[src/common/supply_mode_pkg.sv]
package supply_mode_pkg;
  // Clock and timing
  localparam int CLK_MHZ = 100;
  localparam int DGL_TIME_US = 200;
  localparam int DGL_CYCLES = DGL_TIME_US * CLK_MHZ;
  localparam int DGL_W = 15;
  localparam int WD_TIME_MS = 32;
  localparam int WD_CYCLES = WD_TIME_MS * 1000 * CLK_MHZ;
  localparam int WD_W = 22;

  // Register byte offsets
  localparam logic [7:0] CTRL_ADDR = 8'h00;
  localparam logic [7:0] STAT_ADDR = 8'h04;
  localparam logic [7:0] EVT_ADDR = 8'h08;
  localparam logic [7:0] MASK_ADDR = 8'h0c;

  // Control fields
  localparam int CTRL_EXT_BIT = 0;
  localparam int CTRL_WD_BIT = 1;
  localparam int CTRL_EN_LSB = 2;
  localparam logic [6:0] CTRL_RST = 7'h00;

  // Status fields
  localparam int ST_FORCE_BIT = 0;
  localparam int ST_SERF_BIT = 1;
  localparam int ST_MODE_LSB = 2;
  localparam int ST_CLKPIN_BIT = 5;
  localparam int ST_BAT_BIT = 6;
  localparam int ST_LOG_BIT = 7;
  localparam int ST_GND_BIT = 8;

  // Event fields: 7:0 faults, then fail entry and watchdog timeout
  localparam int EVT_W = 10;
  localparam int EVT_FAIL_BIT = 8;
  localparam int EVT_WD_BIT = 9;
  localparam logic [9:0] EVT_RST = 10'h000;

  // Synchronised pin vector layout
  localparam int PIN_W = 12;

  typedef enum logic [2:0] {
    MODE_POWER_OFF = 3'b000,
    MODE_SLEEP = 3'b001,
    MODE_NORMAL = 3'b010,
    MODE_FAIL = 3'b011,
    MODE_GND_LOSS = 3'b100
  } mode_t;
endpackage

[src/verilog/pin_sync.sv]
`timescale 1ns/1ps
`default_nettype none
module pin_sync #(
  parameter int WIDTH = 1
) (
  input wire logic sys_clk_i,
  input wire logic reset_n_i,
  input wire logic [WIDTH-1:0] async_i,
  output logic [WIDTH-1:0] sync_o
);
  logic [WIDTH-1:0] meta_r;

  // Two-stage synchroniser, first stage read only by second
  always_ff @(posedge sys_clk_i or negedge reset_n_i) begin
    if (!reset_n_i) begin
      meta_r <= '0;
      sync_o <= '0;
    end else begin
      meta_r <= async_i;
      sync_o <= meta_r;
    end
  end
endmodule
`default_nettype wire

[src/verilog/deglitch_filter.sv]
`timescale 1ns/1ps
`default_nettype none
module deglitch_filter
  import supply_mode_pkg::*;
#(
  parameter logic [DGL_W-1:0] HOLD_CYCLES = DGL_W'(DGL_CYCLES)
) (
  input wire logic sys_clk_i,
  input wire logic reset_n_i,
  input wire logic clear_i,
  input wire logic level_i,
  output logic level_o
);
  logic [DGL_W-1:0] cnt_r;

  // Symmetric filter: output follows only after a stable hold time
  always_ff @(posedge sys_clk_i or negedge reset_n_i) begin
    if (!reset_n_i) begin
      cnt_r <= '0;
      level_o <= 1'b0;
    end else if (clear_i) begin
      cnt_r <= '0;
      level_o <= 1'b0;
    end else if (level_i == level_o) begin
      cnt_r <= '0;
    end else if (cnt_r >= HOLD_CYCLES) begin
      cnt_r <= '0;
      level_o <= level_i;
    end else begin
      cnt_r <= cnt_r + 1'b1;
    end
  end
endmodule
`default_nettype wire

[src/verilog/supply_loss_and_fail_mode_control.sv]
// Decided for this implementation: the register addresses and the Wishbone interface to the registers.
`timescale 1ns/1ps
`default_nettype none
module supply_loss_and_fail_mode_control
  import supply_mode_pkg::*;
#(
  parameter logic [DGL_W-1:0] DGL_HOLD = DGL_W'(DGL_CYCLES),
  parameter logic [WD_W-1:0] WD_LIMIT = WD_W'(WD_CYCLES)
) (
  input wire logic sys_clk_i,
  input wire logic reset_n_i,
  input wire logic wb_cyc_i,
  input wire logic wb_stb_i,
  input wire logic wb_we_i,
  input wire logic [7:0] wb_adr_i,
  input wire logic [31:0] wb_dat_i,
  input wire logic [3:0] wb_sel_i,
  output logic [31:0] wb_dat_o,
  output logic wb_ack_o,
  input wire logic battery_supply_ok_i,
  input wire logic logic_supply_ok_i,
  input wire logic ground_ok_i,
  input wire logic wake_i,
  input wire logic wake_by_reset_pin_i,
  input wire logic active_low_reset_pin_n_i,
  input wire logic fail_force_i,
  input wire logic [3:0] direct_channel_inputs_i,
  input wire logic clk_pin_i,
  output logic clk_pin_o,
  output logic clk_pin_oe_o,
  input wire logic [4:0] pwm_channel_i,
  input wire logic [7:0] fault_event_i,
  output logic [4:0] power_channel_outputs_o,
  output logic external_switch_control_output_o,
  output logic [2:0] mode_o,
  output logic irq_o
);
  logic [PIN_W-1:0] pins_raw;
  logic [PIN_W-1:0] pins_s;
  logic bat_ok;
  logic log_ok;
  logic gnd_ok;
  logic awake;
  logic wake_rst;
  logic rst_pin_n;
  logic force_s;
  logic [3:0] direct_s;
  logic clk_in_s;
  logic force_dgl;
  logic [3:0] direct_dgl;
  logic power_off;
  mode_t mode_r;
  mode_t mode_nxt;
  logic [6:0] ctrl_r;
  logic wd_last_r;
  logic [WD_W-1:0] wd_cnt_r;
  logic wd_fail_r;
  logic serial_fail_r;
  logic [EVT_W-1:0] evt_r;
  logic [EVT_W-1:0] mask_r;
  logic [EVT_W-1:0] evt_set;
  logic ack_r;
  logic req;
  logic acc;
  logic wr_ok;
  logic rd_clr;
  logic kick;
  logic wd_timeout;
  logic wd_run;
  logic [31:0] rd_data;

  // Pin inputs gathered for synchronisation
  assign pins_raw = {clk_pin_i, direct_channel_inputs_i, fail_force_i, active_low_reset_pin_n_i,
                     wake_by_reset_pin_i, wake_i, ground_ok_i, logic_supply_ok_i, battery_supply_ok_i};

  pin_sync #(
    .WIDTH(PIN_W)
  ) u_sync (
    .sys_clk_i(sys_clk_i),
    .reset_n_i(reset_n_i),
    .async_i(pins_raw),
    .sync_o(pins_s)
  );

  assign bat_ok = pins_s[0];
  assign log_ok = pins_s[1];
  assign gnd_ok = pins_s[2];
  assign awake = pins_s[3];
  assign wake_rst = pins_s[4];
  assign rst_pin_n = pins_s[5];
  assign force_s = pins_s[6];
  assign direct_s = pins_s[10:7];
  assign clk_in_s = pins_s[11];

  // Both supplies gone
  assign power_off = ~bat_ok & ~log_ok;

  // Forcing input deglitch
  deglitch_filter #(
    .HOLD_CYCLES(DGL_HOLD)
  ) u_force_dgl (
    .sys_clk_i(sys_clk_i),
    .reset_n_i(reset_n_i),
    .clear_i(power_off),
    .level_i(force_s),
    .level_o(force_dgl)
  );

  // Direct channel input deglitch
  for (genvar i = 0; i < 4; i++) begin : g_direct
    deglitch_filter #(
      .HOLD_CYCLES(DGL_HOLD)
    ) u_dir_dgl (
      .sys_clk_i(sys_clk_i),
      .reset_n_i(reset_n_i),
      .clear_i(power_off),
      .level_i(direct_s[i]),
      .level_o(direct_dgl[i])
    );
  end

  // Mode selection by fixed priority
  always_comb begin
    if (power_off) begin
      mode_nxt = MODE_POWER_OFF;
    end else if (!gnd_ok) begin
      mode_nxt = MODE_GND_LOSS;
    end else if (force_dgl || wd_fail_r) begin
      mode_nxt = MODE_FAIL;
    end else if (!awake) begin
      mode_nxt = MODE_SLEEP;
    end else begin
      mode_nxt = MODE_NORMAL;
    end
  end

  always_ff @(posedge sys_clk_i or negedge reset_n_i) begin
    if (!reset_n_i) begin
      mode_r <= MODE_POWER_OFF;
    end else begin
      mode_r <= mode_nxt;
    end
  end

  // Bus handshake
  assign req = wb_cyc_i & wb_stb_i;
  assign acc = req & ack_r;
  // Serial side is dead without logic supply
  assign wr_ok = acc & wb_we_i & log_ok;
  assign rd_clr = acc & ~wb_we_i & log_ok & (wb_adr_i == EVT_ADDR);

  always_ff @(posedge sys_clk_i or negedge reset_n_i) begin
    if (!reset_n_i) begin
      ack_r <= 1'b0;
    end else begin
      ack_r <= req & ~ack_r;
    end
  end

  // Control register: external switch, watchdog bit, channel enables
  always_ff @(posedge sys_clk_i or negedge reset_n_i) begin
    if (!reset_n_i) begin
      ctrl_r <= CTRL_RST;
    end else if (mode_r == MODE_POWER_OFF) begin
      ctrl_r <= CTRL_RST;
    end else if (wr_ok && wb_adr_i == CTRL_ADDR && wb_sel_i[0]) begin
      ctrl_r <= wb_dat_i[6:0];
    end
  end

  // Mask register
  always_ff @(posedge sys_clk_i or negedge reset_n_i) begin
    if (!reset_n_i) begin
      mask_r <= EVT_RST;
    end else if (mode_r == MODE_POWER_OFF) begin
      mask_r <= EVT_RST;
    end else if (wr_ok && wb_adr_i == MASK_ADDR) begin
      if (wb_sel_i[0]) begin
        mask_r[7:0] <= wb_dat_i[7:0];
      end
      if (wb_sel_i[1]) begin
        mask_r[9:8] <= wb_dat_i[9:8];
      end
    end
  end

  // Watchdog kick is a toggle of the watchdog bit
  assign kick = wr_ok & (wb_adr_i == CTRL_ADDR) & wb_sel_i[0] & (wb_dat_i[CTRL_WD_BIT] != wd_last_r);
  assign wd_run = (mode_r == MODE_NORMAL) || (mode_r == MODE_FAIL);
  assign wd_timeout = wd_run & ~kick & (wd_cnt_r >= WD_LIMIT);

  always_ff @(posedge sys_clk_i or negedge reset_n_i) begin
    if (!reset_n_i) begin
      wd_last_r <= 1'b0;
    end else if (mode_r == MODE_POWER_OFF) begin
      wd_last_r <= 1'b0;
    end else if (kick) begin
      wd_last_r <= wb_dat_i[CTRL_WD_BIT];
    end
  end

  // Watchdog counter, expires when watchdog bit toggles stop
  always_ff @(posedge sys_clk_i or negedge reset_n_i) begin
    if (!reset_n_i) begin
      wd_cnt_r <= '0;
    end else if (!wd_run || kick || wd_timeout) begin
      wd_cnt_r <= '0;
    end else begin
      wd_cnt_r <= wd_cnt_r + 1'b1;
    end
  end

  // Watchdog fail request, lifted by a fresh kick
  always_ff @(posedge sys_clk_i or negedge reset_n_i) begin
    if (!reset_n_i) begin
      wd_fail_r <= 1'b0;
    end else if (mode_r == MODE_POWER_OFF) begin
      wd_fail_r <= 1'b0;
    end else if (wd_timeout) begin
      wd_fail_r <= 1'b1;
    end else if (kick) begin
      wd_fail_r <= 1'b0;
    end
  end

  // Serial failure flag, held in fail, dropped on fail-to-normal
  always_ff @(posedge sys_clk_i or negedge reset_n_i) begin
    if (!reset_n_i) begin
      serial_fail_r <= 1'b0;
    end else if (mode_r == MODE_POWER_OFF) begin
      serial_fail_r <= 1'b0;
    end else if (wd_timeout) begin
      serial_fail_r <= 1'b1;
    end else if (mode_r == MODE_FAIL && mode_nxt == MODE_NORMAL) begin
      serial_fail_r <= 1'b0;
    end
  end

  // Sticky events, set wins over read clear
  assign evt_set = {wd_timeout, (mode_nxt == MODE_FAIL) && (mode_r != MODE_FAIL), fault_event_i};

  always_ff @(posedge sys_clk_i or negedge reset_n_i) begin
    if (!reset_n_i) begin
      evt_r <= EVT_RST;
    end else if (mode_r == MODE_POWER_OFF) begin
      evt_r <= EVT_RST;
    end else if (rd_clr) begin
      evt_r <= evt_set;
    end else begin
      evt_r <= evt_r | evt_set;
    end
  end

  // Interrupt level from unmasked events
  always_ff @(posedge sys_clk_i or negedge reset_n_i) begin
    if (!reset_n_i) begin
      irq_o <= 1'b0;
    end else begin
      irq_o <= |((evt_r | evt_set) & mask_r & {EVT_W{~rd_clr}} | evt_set & mask_r);
    end
  end

  // Read mux
  always_comb begin
    rd_data = 32'h0000_0000;
    unique case (wb_adr_i)
      CTRL_ADDR: rd_data[6:0] = ctrl_r;
      STAT_ADDR: begin
        rd_data[ST_FORCE_BIT] = force_s;
        rd_data[ST_SERF_BIT] = serial_fail_r;
        rd_data[ST_MODE_LSB +: 3] = mode_r;
        rd_data[ST_CLKPIN_BIT] = clk_in_s;
        rd_data[ST_BAT_BIT] = bat_ok;
        rd_data[ST_LOG_BIT] = log_ok;
        rd_data[ST_GND_BIT] = gnd_ok;
      end
      EVT_ADDR: rd_data[EVT_W-1:0] = evt_r;
      MASK_ADDR: rd_data[EVT_W-1:0] = mask_r;
      default: rd_data = 32'h0000_0000;
    endcase
  end

  // Read data registered with the acknowledge
  always_ff @(posedge sys_clk_i or negedge reset_n_i) begin
    if (!reset_n_i) begin
      wb_dat_o <= 32'h0000_0000;
    end else if (req && !ack_r && !wb_we_i && log_ok) begin
      wb_dat_o <= rd_data;
    end else begin
      wb_dat_o <= 32'h0000_0000;
    end
  end

  assign wb_ack_o = ack_r;

  // Power channel drive per mode
  always_ff @(posedge sys_clk_i or negedge reset_n_i) begin
    if (!reset_n_i) begin
      power_channel_outputs_o <= 5'h00;
    end else if (!bat_ok) begin
      power_channel_outputs_o <= 5'h00;
    end else begin
      unique case (mode_nxt)
        MODE_NORMAL: power_channel_outputs_o <= pwm_channel_i & ctrl_r[CTRL_EN_LSB +: 5];
        MODE_FAIL: power_channel_outputs_o <= {1'b0, direct_dgl};
        MODE_GND_LOSS: power_channel_outputs_o <= 5'h00;
        MODE_SLEEP: power_channel_outputs_o <= 5'h00;
        MODE_POWER_OFF: power_channel_outputs_o <= 5'h00;
      endcase
    end
  end

  // External switch follows config in normal with logic supply ok, battery loss included
  always_ff @(posedge sys_clk_i or negedge reset_n_i) begin
    if (!reset_n_i) begin
      external_switch_control_output_o <= 1'b0;
    end else begin
      external_switch_control_output_o <= ctrl_r[CTRL_EXT_BIT] & log_ok & (mode_nxt == MODE_NORMAL);
    end
  end

  // Wake report on the clock pin while reset pin is low
  always_ff @(posedge sys_clk_i or negedge reset_n_i) begin
    if (!reset_n_i) begin
      clk_pin_o <= 1'b0;
      clk_pin_oe_o <= 1'b0;
    end else if (!rst_pin_n && awake && !wake_rst && bat_ok) begin
      clk_pin_o <= 1'b1;
      clk_pin_oe_o <= 1'b1;
    end else begin
      clk_pin_o <= 1'b0;
      clk_pin_oe_o <= 1'b0;
    end
  end

  always_ff @(posedge sys_clk_i or negedge reset_n_i) begin
    if (!reset_n_i) begin
      mode_o <= MODE_POWER_OFF;
    end else begin
      mode_o <= mode_nxt;
    end
  end
endmodule
`default_nettype wire

[config.mk]
export PLATFORM = sky130hd
export DESIGN_NAME = supply_loss_and_fail_mode_control
export DESIGN_NICKNAME = d
export VERILOG_FILES = /design/src/common/supply_mode_pkg.sv /design/src/verilog/pin_sync.sv /design/src/verilog/deglitch_filter.sv /design/src/verilog/supply_loss_and_fail_mode_control.sv
export SDC_FILE = /design/constraint.sdc
export NUM_CORES = 1
export LEC_CHECK = 0
export ABC_AREA = 1
export BUFFER_PORTS_ARGS = -buffer_cell sky130_fd_sc_hd__buf_4
export CORE_AREA = 2 2 129 131
export CTS_CLUSTER_SIZE = 14
export DETAILED_ROUTE_END_ITERATION = 16
export DIE_AREA = 0 0 131 133
export GPL_TIMING_DRIVEN = 0
export PLACE_DENSITY = 0.79
export SLEW_MARGIN = 20
export SYNTH_ARGS = -nofsm -noshare
export SYNTH_HDL_FRONTEND = slang
export SYNTH_SLANG_ARGS = --single-unit
[constraint.sdc]
create_clock -name sys_clk_i -period 4.6 [get_ports sys_clk_i]
set_clock_uncertainty 0.1 [all_clocks]
set_input_delay 0.23 -clock sys_clk_i [delete_from_list [all_inputs] [get_ports sys_clk_i]]
set_output_delay 0.23 -clock sys_clk_i [all_outputs]
set_load 0.05 [all_outputs]
# After elaboration in Yosys (flattened, before gate mapping)
# Cells that the tools add are included.
[totals]
regBits = 178
output_inout_bits = 45
wordCells = 190
[classes]
n_addsub = 6
order_cmp = 6
n_eq_ne = 21
n_mux = 58
bitwise_logic = 28
reduce_logical = 44
[op_table]
columns = ["operator", "n"]
rows = [
  ["$mux W15", 15],
  ["$add A15 B1 Y15 const B", 5],
  ["$ge A15 B15 Y1 const B", 5],
  ["$mux W10", 5],
  ["$and A10 B10 Y10", 3],
  ["$pmux W7 S4", 1],
  ["$mux W1", 24],
  ["$add A22 B1 Y22 const B", 1],
  ["$ge A22 B22 Y1 const B", 1],
  ["$mux W22", 1],
  ["$or A10 B10 Y10", 2],
  ["$reduce_bool A2 Y1", 10],
  ["$and A1 B1 Y1", 16],
  ["$eq A8 B4 Y1 const B", 2],
  ["$pmux W5 S3", 1],
  ["$mux W7", 2],
  ["$reduce_and A2 Y1", 7],
  ["$eq A3 B2 Y1 const B", 4],
  ["$logic_and A1 B1 Y1", 11],
  ["$reduce_or A10 Y1", 1],
  ["$mux W3", 3],
  ["$eq A8 B3 Y1 const B", 1],
  ["$logic_not A8 Y1", 1],
  ["$mux W8", 1],
  ["other kinds (18)", 40],
]

# Logic depth before layout (Yosys ltp)
[depth]
ltp_word = 15
ltp_mapped = 10
ltp_nobuf = 10

# By module
# From an unflattened synthesis, not the netlist that was laid out.
[unflattened]
hier_cells = 1118
hier_area_um2 = 9326.4
[modules_own_cells]
columns = ["mod", "n_inst", "cells_each", "area_each_um2"]
rows = [
  ["deglitch_filter", 5, 118, 939.7],
  ["supply_loss_and_fail_mode_control", 1, 504, 4027.6],
  ["pin_sync", 1, 24, 600.6],
]

# Worst setup path before layout
# No wires, ideal clock.
[synth_timing]
kind = "reg-to-reg"
from = "register ack_r (netlist: wb_ack_o)"
to = "register irq_o"
arrival_ns = 1.656
required_time_ns = 4.379
slack_ns = 2.723
stages_incl_launch_ff = 9
path_buffers = 1
period_less_slack_ns = 1.877
cell_sequence = "dfrtp_1 > nand3_1 > nor2_2 > nand3_4 > buf_6 > a21oi_4 > nor2_1 > a21oi_1 > nand2_1"
[synth_via]
elab_chain_len = 14
word_cells_on_any_way = 19
cone_classes = "18 x bitwise; 1 x reduce/logical"
[synth_lines]
columns = ["element", "line_no", "source"]
rows = [
  ["from (decl)", "supply_loss_and_fail_mode_control.sv:62", "logic ack_r;"],
  ["from (signal assigned)", "supply_loss_and_fail_mode_control.sv:156", "ack_r <= req & ~ack_r;"],
  ["$and A1 B1 Y1 (*)", "supply_loss_and_fail_mode_control.sv:147", "assign acc = req & ack_r;"],
  ["$and A1 B1 Y1 (2 in series)", "supply_loss_and_fail_mode_control.sv:149", "assign wr_ok = acc & wb_we_i & log_ok;"],
  ["$and A1 B1 Y1 (3 in series)", "supply_loss_and_fail_mode_control.sv:188", "assign kick = wr_ok & (wb_adr_i == CTRL_ADDR) & wb_sel_i[0] & (wb_dat_i[CTRL_WD_BIT] != wd_last_r);"],
  ["$not A1 Y1", "supply_loss_and_fail_mode_control.sv:190", "assign wd_timeout = wd_run & ~kick & (wd_cnt_r >= WD_LIMIT);"],
  ["$and A1 B1 Y1 (2 in series)", "supply_loss_and_fail_mode_control.sv:190", ""],
  ["$or A10 B10 Y10", "supply_loss_and_fail_mode_control.sv:259", "irq_o <= |((evt_r | evt_set) & mask_r & {EVT_W{~rd_clr}} | evt_set & mask_r);"],
  ["$and A10 B10 Y10 (2 in series)", "supply_loss_and_fail_mode_control.sv:259", ""],
  ["$or A10 B10 Y10 (*)", "supply_loss_and_fail_mode_control.sv:259", ""],
  ["$reduce_or A10 Y1 (*)", "supply_loss_and_fail_mode_control.sv:259", ""],
  ["to (signal assigned)", "supply_loss_and_fail_mode_control.sv:259", ""],
  ["to (decl)", "supply_loss_and_fail_mode_control.sv:36", "output logic irq_o"],
]
# Mark *: on every way between the ends. The rest lies on a longest branch, timed or not.
# A chain may end at the register's enable or synchronous reset.

==> impl_metrics.json <==
{
  "synthTopCellsByArea": "dfrtp_1, nand2_1, nor2_1, inv_1, nand3_1",
  "p_leak_nw": 4.99,
  "reg2reg_to": "mask_r[2]",
  "hp-class": "in -> reg",
  "rr_startpoint": "mode_o[2]",
  "ant_nets": 0,
  "place_congestion": 0.906,
  "worstPathArrival_ns": 2.11,
  "fp.dieW_um": 131,
  "period_needed_ns": 1.91,
  "fin_crit_sh_pct": 41.5,
  "switchingPower_w": 0.000829,
  "stdcell_count": 1420,
  "syn_avg_cell_area_um2": 8.36,
  "cts_buffers": 17,
  "rrSetupSlack_ns": 2.69,
  "dp.cells": 1354,
  "cts-root-buf": "clkbuf_16",
  "rows": 47,
  "yosys.area.top_type_share_pct": 51.2,
  "fp.coreArea_um2": 16200,
  "cts_tree": "done",
  "crit_cells": 5,
  "routed-via-count": 7106,
  "run_status": "completed",
  "cts-htree-levels": 4,
  "reg2reg_depth": 5,
  "grt_max_degree": 101,
  "hold_path_depth": 3,
  "start_util_pct": 53.8,
  "met1_usage_pct": 29.3,
  "grt_setup_unrepaired": "no",
  "maxCapViolations": 0,
  "crit_type": "reg -> reg",
  "cts_resized": 0,
  "grt_busiest_layer": "met2",
  "clock_sinks": 178,
  "synth_cell_types": 51,
  "crit_chain": "nor3_2 -> inv_1 -> buf_2 -> nand3_1 -> o21ai_0",
  "internal_power_w": 0.00251,
  "place.port_buffers": 72,
  "clkSlewWorstSetupHoldPaths_ns": 0.07,
  "cp.required_ns": 4.80,
  "drive_gt1_share_pct": 14.6,
  "overflow": 0,
  "first_global_vias": 6715,
  "sw_frac_of_total_pct": 24.9,
  "placed_cell_area_um2": 9630,
  "power_frac_comb_pct": 8.3,
  "dieArea_um2": 17400,
  "firstDrtPassIters": 6,
  "crit_family": "simple AND/OR/NAND/NOR gates",
  "cts_max_path_buffers": 2,
  "netlist_instances": 1040,
  "finalHoldViolCount": 0,
  "finalSetupViolations": 0,
  "slew_headroom_pct": 59.8,
  "postSynth.asyncResetShare_pct": 100,
  "yosysSeqAreaShare_pct": 51.2,
  "antenna_cells": 0,
  "worst_slew_pin_slew_ns": 0.600,
  "cp-endpoint": "mask_r[2]",
  "seqPwrFrac_pct": 49.1,
  "netlist_area_um2": 8700,
  "final_common_cell": "nand2_1",
  "vias_per_cell": 5.00,
  "layout.nets": 1273,
  "synth_area_leader_cell": "dfrtp_1",
  "slew_violations": 0,
  "startpoint": "mode_o[2]",
  "antenna_found_initial": 0,
  "startpoint_type": "register",
  "dpl.hpwl_mm": 13.1,
  "tns_ns": 0,
  "path_buf_inv": 2,
  "ioPinCount": 119,
  "power_density_nw_per_um2": 316,
  "max_stage_delay_ns": 0.55,
  "first_iter_violations": 587,
  "yosys_warnings": 0,
  "grt_pass1_wl_mm": 30.4,
  "ctsHoldBuffers": 34,
  "mostFrequentLayoutCells": "nand2_1, dfrtp_1, nor2_1",
  "drc": 0,
  "fin_area_um2": 10600,
  "synth_edf_count": 0,
  "routed_wl_mm": 18.2,
  "vdd_ir_drop_max_mv": 0.307,
  "clockPowerShare_pct": 42.6,
  "die_h_um": 133,
  "fmax_mhz": 524,
  "ys.flop_type": "dfrtp_1",
  "area_growth_pct": 21.3,
  "grt_util_met3_pct": 3.64,
  "path_max_fanout": 10,
  "post_cts_buffers": 0,
  "grt_use_met2_pct": 36.0,
  "crit_path_end_kind": "register",
  "wire_per_inst_um": 12.8,
  "clock_latency_ns": 0.43,
  "synth-seq-cells": 178,
  "crit_slowest_cell": "nor3_2",
  "grt_usage_pct": 22.0
}
[synth_stat cells, types with 5 or more instances]
cell type  count
nand2_1      201
dfrtp_1      178
nor2_1       177
inv_1        131
nand3_1       56
a21oi_1       47
nor3_1        31
buf_4         24
o21ai_0       22
xor2_1        21
nand4_1       19
o21ai_1       14
nor3b_1       13
ha_1          12
nor2_2         9
a31oi_1        7
buf_2          7
o22ai_1        7
o21bai_1       6
a22o_1         5
xnor2_1        5
[worst min path at each step]
stage                                 from                             end  slack [ns]
after floorplan                  reset_n_i                    clk_pin_oe_o       -0.17
after global placement    u_sync.meta_r[1]                u_sync.sync_o[1]        0.23
after detailed placement         reset_n_i  g_direct[3].u_dir_dgl.cnt_r[4]        0.15
after CTS                      wb_dat_i[2]                       ctrl_r[2]        0.01
after global routing      pwm_channel_i[3]      power_channel_outputs_o[3]        0.01
final                     pwm_channel_i[3]      power_channel_outputs_o[3]       0.007
[layer usage]
metal	vias to the layer above	share of wire, %
met5	-	0
met3	30	4.5
li1	3575	-
met4	0	2.4
met1	3339	44
met2	162	49
[layout make-up]
| cell class | count | area, um2 |
|---|---|---|
| clock inverters | 11 | 115 |
| repair buffers | 107 | 916 |
| plain buffers | 34 | 241 |
| clock buffers | 21 | 470 |
| multi-input cells | 713 | 3560 |
| fillers | 1301 | 5620 |
| well taps | 220 | 275 |
| flip-flops and latches | 178 | 4450 |
| inverters | 136 | 517 |
[power by group through the flow]
stage | logic, W | registers (W) | clock network [W]
2_1_floorplan | 0.000140 | 0.00167 | 0
3_3_place_gp | 0.000246 | 0.00166 | 0
3_5_place_dp | 0.000254 | 0.00166 | 0
4_1_cts | 0.000278 | 0.00164 | 0.00145
5_1_grt | 0.000306 | 0.00164 | 0.00152
6_report | 0.000277 | 0.00164 | 0.00142
[state kept, by name, indices dropped and copies added (netlist names), 3 cells and up]
register and cells:
ctrl_r 7, u_force_dgl.cnt_r 15, g_direct.u_dir_dgl.cnt_r 60, mode_o 3
wd_cnt_r 22, u_sync.meta_r 12, wb_dat_o 10, mask_r 10
g_direct.u_dir_dgl.level_o 4, evt_r 10, power_channel_outputs_o 5, u_sync.sync_o 12
[through the flow]
step | setup slack, ns | hold slack [ns] | utilization, % | power (W)
after floorplan | 2.72 | -0.166 | - | 0.00181
after detailed placement | 2.71 | 0.154 | 59.5 | 0.00192
after global placement | 2.17 | 0.231 | 59.3 | 0.00191
after CTS | 2.69 | 0.00997 | 65.2 | 0.00336
final | 2.69 | 0.00722 | 65.2 | 0.00334
after global routing | 2.53 | 0.0108 | 65.2 | 0.00347
[worst reg2reg max path: stages, from the launching register on]
cell     delay (ns)
dfrtp_1        0.46
nor3_2         0.55
inv_1          0.23
buf_2          0.25
nand3_1        0.10
o21ai_0        0.09
[cell families after synthesis]
group | after synthesis | synth area share, %
AND/OR/NAND/NOR | 531 | 27.5
flip-flops | 178 | 51.2
buffers and inverters | 170 | 8.72
AO/OA/AOI/OAI | 122 | 8.17
XOR/XNOR | 26 | 2.62
adder cells (fa/ha/maj) | 12 | 1.73
other | 1 | 0.0431
Note: power is estimated with default switching activity, not from simulation.
